<file path="config.mk">
export PLATFORM = sky130hd
export DESIGN_NAME = logic_cell
export DESIGN_NICKNAME = d
export VERILOG_FILES = /design/src/hw/cell_pkg.sv /design/src/hw/logic_cell.sv
export SDC_FILE = /design/constraint.sdc
export NUM_CORES = 1
export LEC_CHECK = 0
export BUFFER_PORTS_ARGS = -buffer_cell sky130_fd_sc_hd__clkbuf_2
export CORE_MARGIN = 2
export CORE_UTILIZATION = 25
export CTS_BUF_LIST = sky130_fd_sc_hd__clkbuf_8 sky130_fd_sc_hd__clkbuf_16
export CTS_CLUSTER_SIZE = 12
export DETAILED_ROUTE_END_ITERATION = 10
export SLEW_MARGIN = 40
export SYNTH_ARGS = -nofsm -noshare
export SYNTH_HDL_FRONTEND = slang
export SYNTH_SLANG_ARGS = --single-unit
</file>
<file path="constraint.sdc">
create_clock -name clock_in -period 3.2 [get_ports clock_in]
set_clock_uncertainty 0.1 [all_clocks]
set_input_delay 0.64 -clock clock_in [delete_from_list [all_inputs] [get_ports clock_in]]
set_output_delay 0.64 -clock clock_in [all_outputs]
set_load 0.02 [all_outputs]
</file>
<file path="src/hw/cell_pkg.sv">
// constants, field layouts and carrier types for the logic cell
package cell_pkg;

    localparam int          DATA_WIDTH    = 32;
    localparam int          ADDR_WIDTH    = 4;
    localparam int          LUT_BITS      = 16;
    localparam int          HALF_BITS     = 8;
    localparam int          INDEX_WIDTH   = 4;
    localparam int          CLUSTER_WIDTH = 8;

    localparam logic [ADDR_WIDTH-1:0] ADDR_LUT    = 4'h0;
    localparam logic [ADDR_WIDTH-1:0] ADDR_CTRL   = 4'h4;
    localparam logic [ADDR_WIDTH-1:0] ADDR_POS    = 4'h8;
    localparam logic [ADDR_WIDTH-1:0] ADDR_STATUS = 4'hC;

    localparam logic [LUT_BITS-1:0]   LUT_RESET   = 16'h0000;
    localparam logic [DATA_WIDTH-1:0] READ_IDLE   = 32'h0000_0000;

    // cell position inside its cluster, zero based
    localparam logic [INDEX_WIDTH-1:0] FIRST_CELL  = 4'h0;
    localparam logic [INDEX_WIDTH-1:0] SECOND_CELL = 4'h1;

    // a long chain lands this many clusters further along the row
    localparam logic [CLUSTER_WIDTH-1:0] CLUSTER_SKIP = 8'h02;

    localparam logic STATE_CLEARED = 1'b0;

    typedef enum logic [1:0]
    {
        MODE_NORMAL  = 2'b00,
        MODE_ARITH   = 2'b01,
        MODE_COUNTER = 2'b11
    } cell_mode_t;

    typedef struct packed
    {
        logic four;
        logic three;
        logic two;
        logic one;
    } cell_inputs_t;

    typedef struct packed
    {
        logic [ADDR_WIDTH-1:0] addr;
        logic [DATA_WIDTH-1:0] wdata;
        logic                  wr;
        logic                  rd;
    } bus_req_t;

    typedef struct packed
    {
        logic       ctrl_gen_en;
        logic       carry_sink;
        logic       fast_feedback;
        logic       count_use_dir;
        logic       hold_on_load;
        logic       clr_en;
        logic       clr_sel;
        logic       preset_mode;
        logic       reg_bypass;
        logic       cascade_or;
        logic       cascade_en;
        logic       use_carry_in;
        cell_mode_t mode;
    } cell_ctrl_t;

    localparam int         CTRL_WIDTH = $bits(cell_ctrl_t);
    localparam cell_ctrl_t CTRL_RESET = '0;

    typedef struct packed
    {
        logic [CLUSTER_WIDTH-1:0] cluster_index;
        logic [INDEX_WIDTH-1:0]   cell_index;
    } cell_pos_t;

    localparam int        POS_WIDTH = $bits(cell_pos_t);
    localparam cell_pos_t POS_RESET = '0;

    localparam int STATUS_WIDTH = 4;

endpackage

</file>
<file path="src/hw/logic_cell.sv">
// one logic cell: lookup table, register, carry and cascade chains, counter mode
//
// Behaviour
// - a sixteen-entry table realises any function of four inputs
// - incoming carry feeds the table and the onward carry chain
// - first cell of a cluster never joins a carry chain
// - last cell of a cluster carries to second cell two clusters on
// - no carry passes across the middle of the row
// - an extra sink cell drives the final carry onto routing
// - output is the register or the bypassed combinational value
// - normal mode table uses inputs one to four, carry or input three
// - normal mode table output merges with cascade in to cascade out
// - arithmetic lower half table gives sum of carry, input one, two
// - arithmetic upper half table gives carry out from the same three
// - arithmetic mode keeps cascade chain usable alongside carry chain
// - counter has enable, up/down, synchronous clear and load
// - cluster clear and load act on this register in every mode
// - counter uses data and carry tables, load mux, clear gate
// - synchronous clear or load override the cascade value
// - clear wins when clear and load arrive together
// - load can hold the register by reloading its own output
// - second cell may take its carry from its own register path
// - first cell inputs can drive cluster clear and load
// - asynchronous clear or preset controls are active low
// - device wide reset overrides all, presetting preset registers
`timescale 1ns/100ps

module logic_cell
#(
    parameter logic [cell_pkg::INDEX_WIDTH-1:0]   LAST_CELL         = 4'h9,
    parameter logic [cell_pkg::CLUSTER_WIDTH-1:0] LAST_LEFT_CLUSTER = 8'h0B
)
(
    input  wire logic                            clock_in,
    input  wire logic                            rst_in,
    input  wire cell_pkg::bus_req_t              bus_in,
    output      logic [cell_pkg::DATA_WIDTH-1:0] rdata_out,
    input  wire cell_pkg::cell_inputs_t          cell_data_in,
    input  wire logic                            carry_in,
    input  wire logic                            cascade_in,
    input  wire logic                            cluster_sync_clear_in,
    input  wire logic                            cluster_sync_load_in,
    input  wire logic                            cluster_control_one_n_in,
    input  wire logic                            cluster_control_two_n_in,
    input  wire logic                            device_wide_reset_n_in,
    output      logic                            cell_out,
    output      logic                            register_q_out,
    output      logic                            carry_out,
    output      logic                            cascade_out,
    output      logic                            cluster_clear_gen_out,
    output      logic                            cluster_load_gen_out
);

    // arithmetic mode splits the table by its top index bit

    function automatic logic lut_pick
    (
        input logic [cell_pkg::LUT_BITS-1:0]    mask,
        input logic [cell_pkg::INDEX_WIDTH-1:0] sel
    );
        lut_pick = mask[sel];
    endfunction

    // counter data table: toggles when the chain below says so
    function automatic logic count_data
    (
        input logic q,
        input logic chain,
        input logic enable
    );
        count_data = q ^ (enable & chain);
    endfunction

    // counter carry table: up passes on ones, down passes on zeros
    function automatic logic count_carry
    (
        input logic q,
        input logic chain,
        input logic enable,
        input logic up
    );
        count_carry = enable & chain & (up ? q : ~q);
    endfunction

    logic [cell_pkg::LUT_BITS-1:0]     lut_reg;
    cell_pkg::cell_ctrl_t              ctrl_reg;
    cell_pkg::cell_pos_t               pos_reg;
    logic [cell_pkg::DATA_WIDTH-1:0]   rdata_reg;
    logic                              state_reg;

    logic [cell_pkg::DATA_WIDTH-1:0]   rdata_next;
    logic                              state_next;
    logic [cell_pkg::STATUS_WIDTH-1:0] status_word;

    logic                              is_first;
    logic                              is_second;
    logic                              is_last;
    logic                              jump_out_blocked;
    logic                              jump_in_blocked;
    logic                              chain_in;
    logic                              q_value;
    logic                              table_out;
    logic                              carry_raw;
    logic                              merged;
    logic                              count_enable;
    logic                              count_up;
    logic                              load_data;
    logic                              reg_data;
    logic                              async_clear_n;

    assign is_first  = (pos_reg.cell_index == cell_pkg::FIRST_CELL);
    assign is_second = (pos_reg.cell_index == cell_pkg::SECOND_CELL);
    assign is_last   = (pos_reg.cell_index == LAST_CELL);

    // outgoing jump from the last cell would land past the row middle
    always_comb
    begin
        jump_out_blocked = 1'b0;
        if (is_last && (pos_reg.cluster_index <= LAST_LEFT_CLUSTER))
        begin
            jump_out_blocked = ((pos_reg.cluster_index + cell_pkg::CLUSTER_SKIP)
                               > LAST_LEFT_CLUSTER);
        end
    end

    // incoming jump into a second cell from the other half of the row
    always_comb
    begin
        jump_in_blocked = 1'b0;
        if (is_second && (pos_reg.cluster_index > LAST_LEFT_CLUSTER))
        begin
            jump_in_blocked = ((pos_reg.cluster_index - cell_pkg::CLUSTER_SKIP)
                              <= LAST_LEFT_CLUSTER);
        end
    end

    // register holds the inverted value in preset mode, so an asynchronous clear presets
    assign q_value        = state_reg ^ ctrl_reg.preset_mode;
    assign register_q_out = q_value;

    // carry seen by the tables and, through them, by the next stage
    always_comb
    begin
        chain_in = carry_in;
        if (is_first || jump_in_blocked)
        begin
            chain_in = 1'b0;
        end
        else if (ctrl_reg.fast_feedback && is_second &&
                 (ctrl_reg.mode == cell_pkg::MODE_COUNTER))
        begin
            // own register path replaces the chain: the bit steps whenever the counter is enabled
            chain_in = 1'b1;
        end
    end

    // direction and enable share the data inputs; one of them is fixed
    always_comb
    begin
        if (ctrl_reg.count_use_dir)
        begin
            count_enable = 1'b1;
            count_up     = cell_data_in.two;
        end
        else
        begin
            count_enable = cell_data_in.one;
            count_up     = 1'b1;
        end
    end

    // table outputs per mode
    always_comb
    begin
        table_out = 1'b0;
        carry_raw = 1'b0;
        case (ctrl_reg.mode)
            cell_pkg::MODE_NORMAL:
            begin
                table_out = lut_pick(lut_reg, {cell_data_in.four,
                                     (ctrl_reg.use_carry_in ? chain_in : cell_data_in.three),
                                     cell_data_in.two,
                                     cell_data_in.one});
            end
            cell_pkg::MODE_ARITH:
            begin
                table_out = lut_pick(lut_reg, {1'b0, chain_in,
                                     cell_data_in.two, cell_data_in.one});
                carry_raw = lut_pick(lut_reg, {1'b1, chain_in,
                                     cell_data_in.two, cell_data_in.one});
            end
            cell_pkg::MODE_COUNTER:
            begin
                table_out = count_data(q_value, chain_in, count_enable);
                carry_raw = count_carry(q_value, chain_in, count_enable, count_up);
            end
            default:
            begin
                table_out = 1'b0;
                carry_raw = 1'b0;
            end
        endcase
        if (ctrl_reg.carry_sink)
        begin
            // extra cell at the chain end: the carry itself becomes the output
            table_out = chain_in;
            carry_raw = 1'b0;
        end
    end

    // cascade merge is available in every mode
    always_comb
    begin
        merged = table_out;
        if (ctrl_reg.cascade_en)
        begin
            merged = ctrl_reg.cascade_or ? (table_out | cascade_in)
                                         : (table_out & cascade_in);
        end
    end

    assign cascade_out = merged;

    always_comb
    begin
        carry_out = carry_raw;
        if (is_first || jump_out_blocked)
        begin
            carry_out = 1'b0;
        end
    end

    assign cell_out = ctrl_reg.reg_bypass ? merged : q_value;

    // load mux then clear gate, so clear beats load beats cascade
    always_comb
    begin
        load_data = ctrl_reg.hold_on_load ? q_value : cell_data_in.three;
        reg_data  = cluster_sync_load_in ? load_data : merged;
        reg_data  = reg_data & ~cluster_sync_clear_in;
        state_next = reg_data ^ ctrl_reg.preset_mode;
    end

    // first cell may generate the cluster controls from its inputs
    always_comb
    begin
        cluster_clear_gen_out = 1'b0;
        cluster_load_gen_out  = 1'b0;
        if (is_first && ctrl_reg.ctrl_gen_en)
        begin
            cluster_clear_gen_out = cell_data_in.one;
            cluster_load_gen_out  = cell_data_in.two;
        end
    end

    // combined low-active clear; device reset wins over the selected control
    always_comb
    begin
        async_clear_n = device_wide_reset_n_in;
        if (ctrl_reg.clr_en)
        begin
            async_clear_n = device_wide_reset_n_in &
                            (ctrl_reg.clr_sel ? cluster_control_two_n_in
                                              : cluster_control_one_n_in);
        end
    end

    // the cell register; clear is the only asynchronous path
    always_ff @(posedge clock_in or negedge async_clear_n)
    begin
        if (!async_clear_n)
        begin
            state_reg <= cell_pkg::STATE_CLEARED;
        end
        else if (rst_in)
        begin
            state_reg <= cell_pkg::STATE_CLEARED;
        end
        else
        begin
            state_reg <= state_next;
        end
    end

    // configuration writes
    always_ff @(posedge clock_in)
    begin
        if (rst_in)
        begin
            lut_reg <= cell_pkg::LUT_RESET;
        end
        else if (bus_in.wr && (bus_in.addr == cell_pkg::ADDR_LUT))
        begin
            lut_reg <= bus_in.wdata[cell_pkg::LUT_BITS-1:0];
        end
    end

    always_ff @(posedge clock_in)
    begin
        if (rst_in)
        begin
            ctrl_reg <= cell_pkg::CTRL_RESET;
        end
        else if (bus_in.wr && (bus_in.addr == cell_pkg::ADDR_CTRL))
        begin
            ctrl_reg <= cell_pkg::cell_ctrl_t'(bus_in.wdata[cell_pkg::CTRL_WIDTH-1:0]);
        end
    end

    always_ff @(posedge clock_in)
    begin
        if (rst_in)
        begin
            pos_reg <= cell_pkg::POS_RESET;
        end
        else if (bus_in.wr && (bus_in.addr == cell_pkg::ADDR_POS))
        begin
            pos_reg <= cell_pkg::cell_pos_t'(bus_in.wdata[cell_pkg::POS_WIDTH-1:0]);
        end
    end

    assign status_word = {carry_out, cascade_out, cell_out, q_value};

    // read data only in the cycle after the strobe; unmapped reads give zero
    always_comb
    begin
        rdata_next = cell_pkg::READ_IDLE;
        if (bus_in.rd)
        begin
            case (bus_in.addr)
                cell_pkg::ADDR_LUT:
                begin
                    rdata_next[cell_pkg::LUT_BITS-1:0] = lut_reg;
                end
                cell_pkg::ADDR_CTRL:
                begin
                    rdata_next[cell_pkg::CTRL_WIDTH-1:0] = ctrl_reg;
                end
                cell_pkg::ADDR_POS:
                begin
                    rdata_next[cell_pkg::POS_WIDTH-1:0] = pos_reg;
                end
                cell_pkg::ADDR_STATUS:
                begin
                    rdata_next[cell_pkg::STATUS_WIDTH-1:0] = status_word;
                end
                default:
                begin
                    rdata_next = cell_pkg::READ_IDLE;
                end
            endcase
        end
    end

    always_ff @(posedge clock_in)
    begin
        if (rst_in)
        begin
            rdata_reg <= cell_pkg::READ_IDLE;
        end
        else
        begin
            rdata_reg <= rdata_next;
        end
    end

    assign rdata_out = rdata_reg;

endmodule // logic_cell

</file>
== Word-level counts from Yosys, hierarchy flattened ==
Cells that the tools add are included.
Operators by class
  add/sub/neg operators: 2
  multiply operators: 0
  div/mod/pow operators: 0
  $lt $le $gt $ge: 7
  equality and inequality tests: 7
  shift operators: 0
  muxes and demuxes: 32
  bitwise gates (word level): 13
  reduce and logical (&&, ||, !) cells: 15
Operator list (number)
  2-to-1 mux 1 bit: 24
  case mux 8 bit (3 select lines): 1
  > comparator 8 x 4 -> 1 bit, second input constant: 2
  <= comparator 8 x 4 -> 1 bit, second input constant: 2
  case mux 4 bit (4 select lines): 1
  == test 4 bit, second input constant: 3
  less-than comparator 4 x 5 -> 1 bit, second input constant: 2
  adder 8 x 2 -> 8 bit, second input constant: 1
  logical AND 1 bit: 8
  logical NOT 4 bit: 2
  subtractor 8 x 2 -> 8 bit, second input constant: 1
  binary-select mux 1 bit (select 3 bit): 2
  bitwise AND 1 bit: 5
  less-than comparator 3 x 5 -> 1 bit, second input constant: 1
  binary-select mux 1 bit (select 4 bit): 1
  == test 4 x 1 -> 1 bit, second input constant: 1
  == test 4 x 3 -> 1 bit, second input constant: 1
  inverter 1 bit: 4
  case mux 2 bit (2 select lines): 1
  case mux 1 bit (3 select lines): 1
  OR reduction 3 bit: 1
  XOR 1 bit: 3
  == test 2 x 1 -> 1 bit, second input constant: 1
  == test 2 bit, second input constant: 1
  other kinds (5): 6
Storage, ports and cells
  flip-flop bits (word level): 75
  bits in latches: 0
  bits in writable memories: 0
  memory bits (read-only): 0
  bits of input ports: 51
  output and inout port bits: 38
  logic and storage cells: 96
  memories: 0

== Longest topological paths before layout ==
  depth after elaboration: 17
  depth in mapped cells: 10

== Worst setup path after synthesis ==
No wires, ideal clock.
  kind: register to output
  from: register pos_reg[6] (netlist bit)
  to: output port cell_out
  data arrival time: 2.502 ns
  slack: -0.042 ns
  cell stages (with the launch flop): 10
  buffers on the path: 0
  cells stage by stage: dfxtp_1 -> inv_1 -> ha_1 -> or2_0 -> a211o_1 -> a211o_2 -> a31oi_1 -> mux2i_1 -> a41oi_2 -> a21o_2
On the way
  longest elaborated chain between the ends: 14
RTL lines
  start: declaration: line logic_cell.sv:87  | cell_pkg::cell_pos_t pos_reg;
  start signal: assignment: line logic_cell.sv:314  | pos_reg <= cell_pkg::POS_RESET;
  start signal: assignment: line logic_cell.sv:318  | pos_reg <= cell_pkg::cell_pos_t'(bus_in.wdata[cell_pkg::POS_WIDTH-1:0]);
  subtractor 8 x 2 -> 8 bit / > comparator 8 x 4 -> 1 bit (equally long branches): line logic_cell.sv:132, logic_cell.sv:130
  <= comparator 8 x 4 -> 1 bit / logical AND 1 bit (equally long branches): line logic_cell.sv:133, logic_cell.sv:130
  2-to-1 mux 1 bit *: line logic_cell.sv:130  | if (is_second && (pos_reg.cluster_index > LAST_LEFT_CLUSTER))
  logical OR 1 bit *: line logic_cell.sv:145  | if (is_first || jump_in_blocked)
  2-to-1 mux 1 bit *: line logic_cell.sv:145
  2-to-1 mux 1 bit: line logic_cell.sv:181  | (ctrl_reg.use_carry_in ? chain_in : cell_data_in.three),
  binary-select mux 1 bit (select 4 bit): line logic_cell.sv:61  | lut_pick = mask[sel];
  2-to-1 mux 1 bit (implied by the code): line logic_cell.sv:61
  case mux 1 bit (3 select lines): line logic_cell.sv:177  | case (ctrl_reg.mode)
  2-to-1 mux 1 bit *: line logic_cell.sv:203  | if (ctrl_reg.carry_sink)
  bitwise AND 1 bit / bitwise OR 1 bit (equally long branches): line logic_cell.sv:218, logic_cell.sv:217
  2-to-1 mux 1 bit: line logic_cell.sv:217  | merged = ctrl_reg.cascade_or ? (table_out | cascade_in)
  2-to-1 mux 1 bit *: line logic_cell.sv:215  | if (ctrl_reg.cascade_en)
  net cascade_out: line logic_cell.sv:49  | output logic cascade_out,
  2-to-1 mux 1 bit *: line logic_cell.sv:233  | assign cell_out = ctrl_reg.reg_bypass ? merged : q_value;
  end: declaration: line logic_cell.sv:46  | output logic cell_out,
Mark *: on every way through the listed nets, which the timed path passes. The rest lies on a longest branch. The select of a mux whose other input is x is not followed.

== Worst setup path after layout ==
  from: register pos_reg[6] (netlist bit)
  to: output port cell_out
On the way
  longest elaborated chain between the ends: 14
RTL lines (line)
  subtractor 8 x 2 -> 8 bit / > comparator 8 x 4 -> 1 bit (equally long branches): logic_cell.sv:132, logic_cell.sv:130
  <= comparator 8 x 4 -> 1 bit / logical AND 1 bit (equally long branches): logic_cell.sv:133, logic_cell.sv:130
  2-to-1 mux 1 bit *: logic_cell.sv:130
  logical OR 1 bit *: logic_cell.sv:145
  2-to-1 mux 1 bit *: logic_cell.sv:145
  2-to-1 mux 1 bit: logic_cell.sv:181
  binary-select mux 1 bit (select 4 bit): logic_cell.sv:61
  2-to-1 mux 1 bit (implied by the code): logic_cell.sv:61
  case mux 1 bit (3 select lines): logic_cell.sv:177
  2-to-1 mux 1 bit *: logic_cell.sv:203
  bitwise AND 1 bit / bitwise OR 1 bit (equally long branches): logic_cell.sv:218, logic_cell.sv:217
  2-to-1 mux 1 bit: logic_cell.sv:217
  2-to-1 mux 1 bit *: logic_cell.sv:215
  2-to-1 mux 1 bit *: logic_cell.sv:233
Mark *: on every way between the ends. The rest lies on a longest branch, timed or not. The select of a mux whose other input is x is not followed.

==> flow_metrics.tcl <==
set metrics [dict create \
    setup_violations 2 \
    pin_count 89 \
    r2r_slack_ps 170 \
    worstReg2RegEnd "rdata_out[2]$_SDFF_PP0_" \
    start_kind "register" \
    async_flop_share_pct 1.69 \
    antenna_cells 0 \
    grt_max_degree 46 \
    synth_area_leaders "dfxtp_1, mux2i_1, nand2_1, a21oi_1, nor2_1" \
    clock_sinks 59 \
    clock_latency_ps 320 \
    drv.max_cap_violation_count 0 \
    setup_tns_ps -486 \
    p_leak_uw 0.00162 \
    drv_slew 0 \
    io_buffers 56 \
    clk_pin_slew_worst_paths_ps 50 \
    relSlewSlack_pct 54.2 \
    drt-total-wl_mm 8.81 \
    die-area_sq_um 13100 \
    powerDensity_nw_per_um2 458 \
    num_rows 40 \
    grt_pass1_wl_mm 14.0 \
    fin_crit_ps 3460 \
    grt_overflow_total 0 \
    synth_cell_types 54 \
    pre_cts_slack_ps 25.8 \
    crit_arrival_ps 2720 \
    vias 2764 \
    reg2reg_from "pos_reg[6]$_SDFFE_PP0P_" \
    violations "setup timing" \
    grtUsageTotal_pct 14.0 \
    ant_nets 0 \
    synth_top_area_share_pct 38.1 \
    synth_edf_count 0 \
    ir_worst_vdd_v 0.000194 \
    nets 477 \
    die_w_um 114 \
    period_share_pct 108 \
    grt_pass1_vias 2728 \
    final.fill_count 1262 \
    yosys.area.top_type "dfxtp_1" \
    worst_pin_slew_ps 685 \
    die_height_um 114 \
    ctsHtreeMaxLevel 3 \
    ys_seq_elements 59 \
    area_growth_pct 26.0 \
    ys_seq_area_share_pct 38.9 \
    hpwl_mm 6.73 \
    hold_path.class "reg -> async" \
    cts-root-buf "clkbuf_16" \
    ys_warn_count 0 \
    antenna_found_initial 1 \
    start_util_pct 25.5 \
    worstPathMaxFanout 4 \
    first_pass_iters 4 \
    wire_per_inst_um 15.3 \
    cp_data_required_time_ps 2460 \
    cts.path.max_buffers 2 \
    vias_per_cell 4.80 \
    place_congestion 0.854 \
    core_area_sq_um 12000 \
    finalHoldViolCount 0 \
    status "finished, violations left" \
    synthCells 356 \
    cts_tree "yes" \
    cts_hold_buf 0 \
    setup_ws_ps -263 \
    grt_setup_unrepaired "yes" \
    cp-end-kind "output pin" \
    synth_area_sq_um 3050 \
    drive_above_1_share_pct 28.0 \
    worst-setup-path-type "reg -> out" \
    numCtsBuffers 9 \
    drtIter0Drc 172 \
    ff2ff_path_depth 11 \
    syn_area_per_cell_sq_um 8.56 \
    synthFlopType "dfxtp_1" \
    fin_util_pct 32.1 \
    drc 0 \
    max_freq_mhz 289 \
]
layout by cell type, fill, tap and decap left out, types with 3 or more instances in the layout:
cell type,n
nor2_1,43
a31oi_1,3
o211ai_1,3
nand2_1,67
buf_4,22
nor2b_1,4
and2_1,3
nor3_1,4
inv_1,5
clkbuf_16,9
mux2i_1,28
nor4_1,3
dfxtp_1,56
conb_1,16
mux4_2,7
nand3b_1,4
a21oi_1,40
xnor2_1,4
clkbuf_2,54
and3_1,3
final cells by class:
type,instances,area [sq um],area share [%]
Timing Repair Buffer,79,475,12.4
Clock buffer,10,239,6.22
Multi-Input combinational cell,270,1700,44.3
Clock inverter,6,33.8,0.879
Inverter,5,18.8,0.489
Tap cell,147,184,4.79
Sequential cell,59,1190,30.9
critical path: stages, from the launching register on:
cell	delay, ps
dfxtp_2	330
inv_2	40
ha_4	150
or2_0	210
a211o_1	280
a211o_4	370
a31oi_4	150
mux2i_1	320
a41oi_2	170
a21o_2	240
buf_8	130
through the flow:
| stage | instances | hold slack (ps) | instance area (sq um) | power [uW] |
|---|---|---|---|---|
| 2_1_floorplan | 371 | 15.2 | 3110 | 870 |
| 3_5_place_dp | 556 | 82.7 | 3470 | 909 |
| 4_1_cts | 574 | 87.6 | 3810 | 1780 |
| 6_report | 576 | 81.5 | 3840 | 1760 |
| 5_1_grt | 576 | 96.8 | 3840 | 1830 |
| 3_3_place_gp | 556 | 73.5 | 3470 | 908 |
cell families after synthesis:
group / synth area share, %
AND/OR/NAND/NOR: 22.3
multiplexers: 15.2
adder cells (fa/ha/maj): 0.821
buffers and inverters: 8.46
other: 0.123
AO/OA/AOI/OAI: 13.1
flip-flops: 38.9
XOR/XNOR: 1.15
metal layers:
metal,GRT usage [%],share of wire [%]
met1,18.0,44
met2,22.5,47
met3,3.60,6.6
met4,5.12,2.3
met5,0,0.079
cells in the mapped netlist, types with 3 or more instances:
cell      number
nand2_1       67
clkbuf_1      15
buf_6          4
and3_1         3
nor2_1        44
nand3b_1       4
inv_1          5
buf_4         16
nor3_1         4
o211ai_1       3
a21oi_1       40
and2_1         3
a31oi_1        4
xnor2_1        4
mux2i_1       28
nor2b_1        4
dfxtp_1       58
nor4_1         3
mux4_2         7
how the worst max path moves through the flow:
stage	depth (start not counted)	start	slack, ps	to
6_report	10	pos_reg[6]$_SDFFE_PP0P_	-260	cell_out
3_5_place_dp	10	pos_reg[5]$_SDFFE_PP0P_	30	cell_out
2_1_floorplan	9	pos_reg[5]$_SDFFE_PP0P_	10	cell_out
3_3_place_gp	10	pos_reg[5]$_SDFFE_PP0P_	60	cell_out
5_1_grt	10	pos_reg[5]$_SDFFE_PP0P_	-320	cell_out
4_1_cts	10	pos_reg[5]$_SDFFE_PP0P_	-260	cell_out
power by group:
group | internal (uW) | switching, uW | leakage, uW
logic | 55.9 | 93.1 | 0.00100
registers | 743 | 7.58 | 0.000482
clock network | 536 | 325 | 0.000141
total | 1340 | 425 | 0.00162
timing repair:
action,4_1_cts,5_1_grt
setup endpoints to repair,3,3
setup buffers,2,2
pin swaps,8,4
gates resized for setup,13,4
No activity file was read; power rests on OpenSTA's default activity.
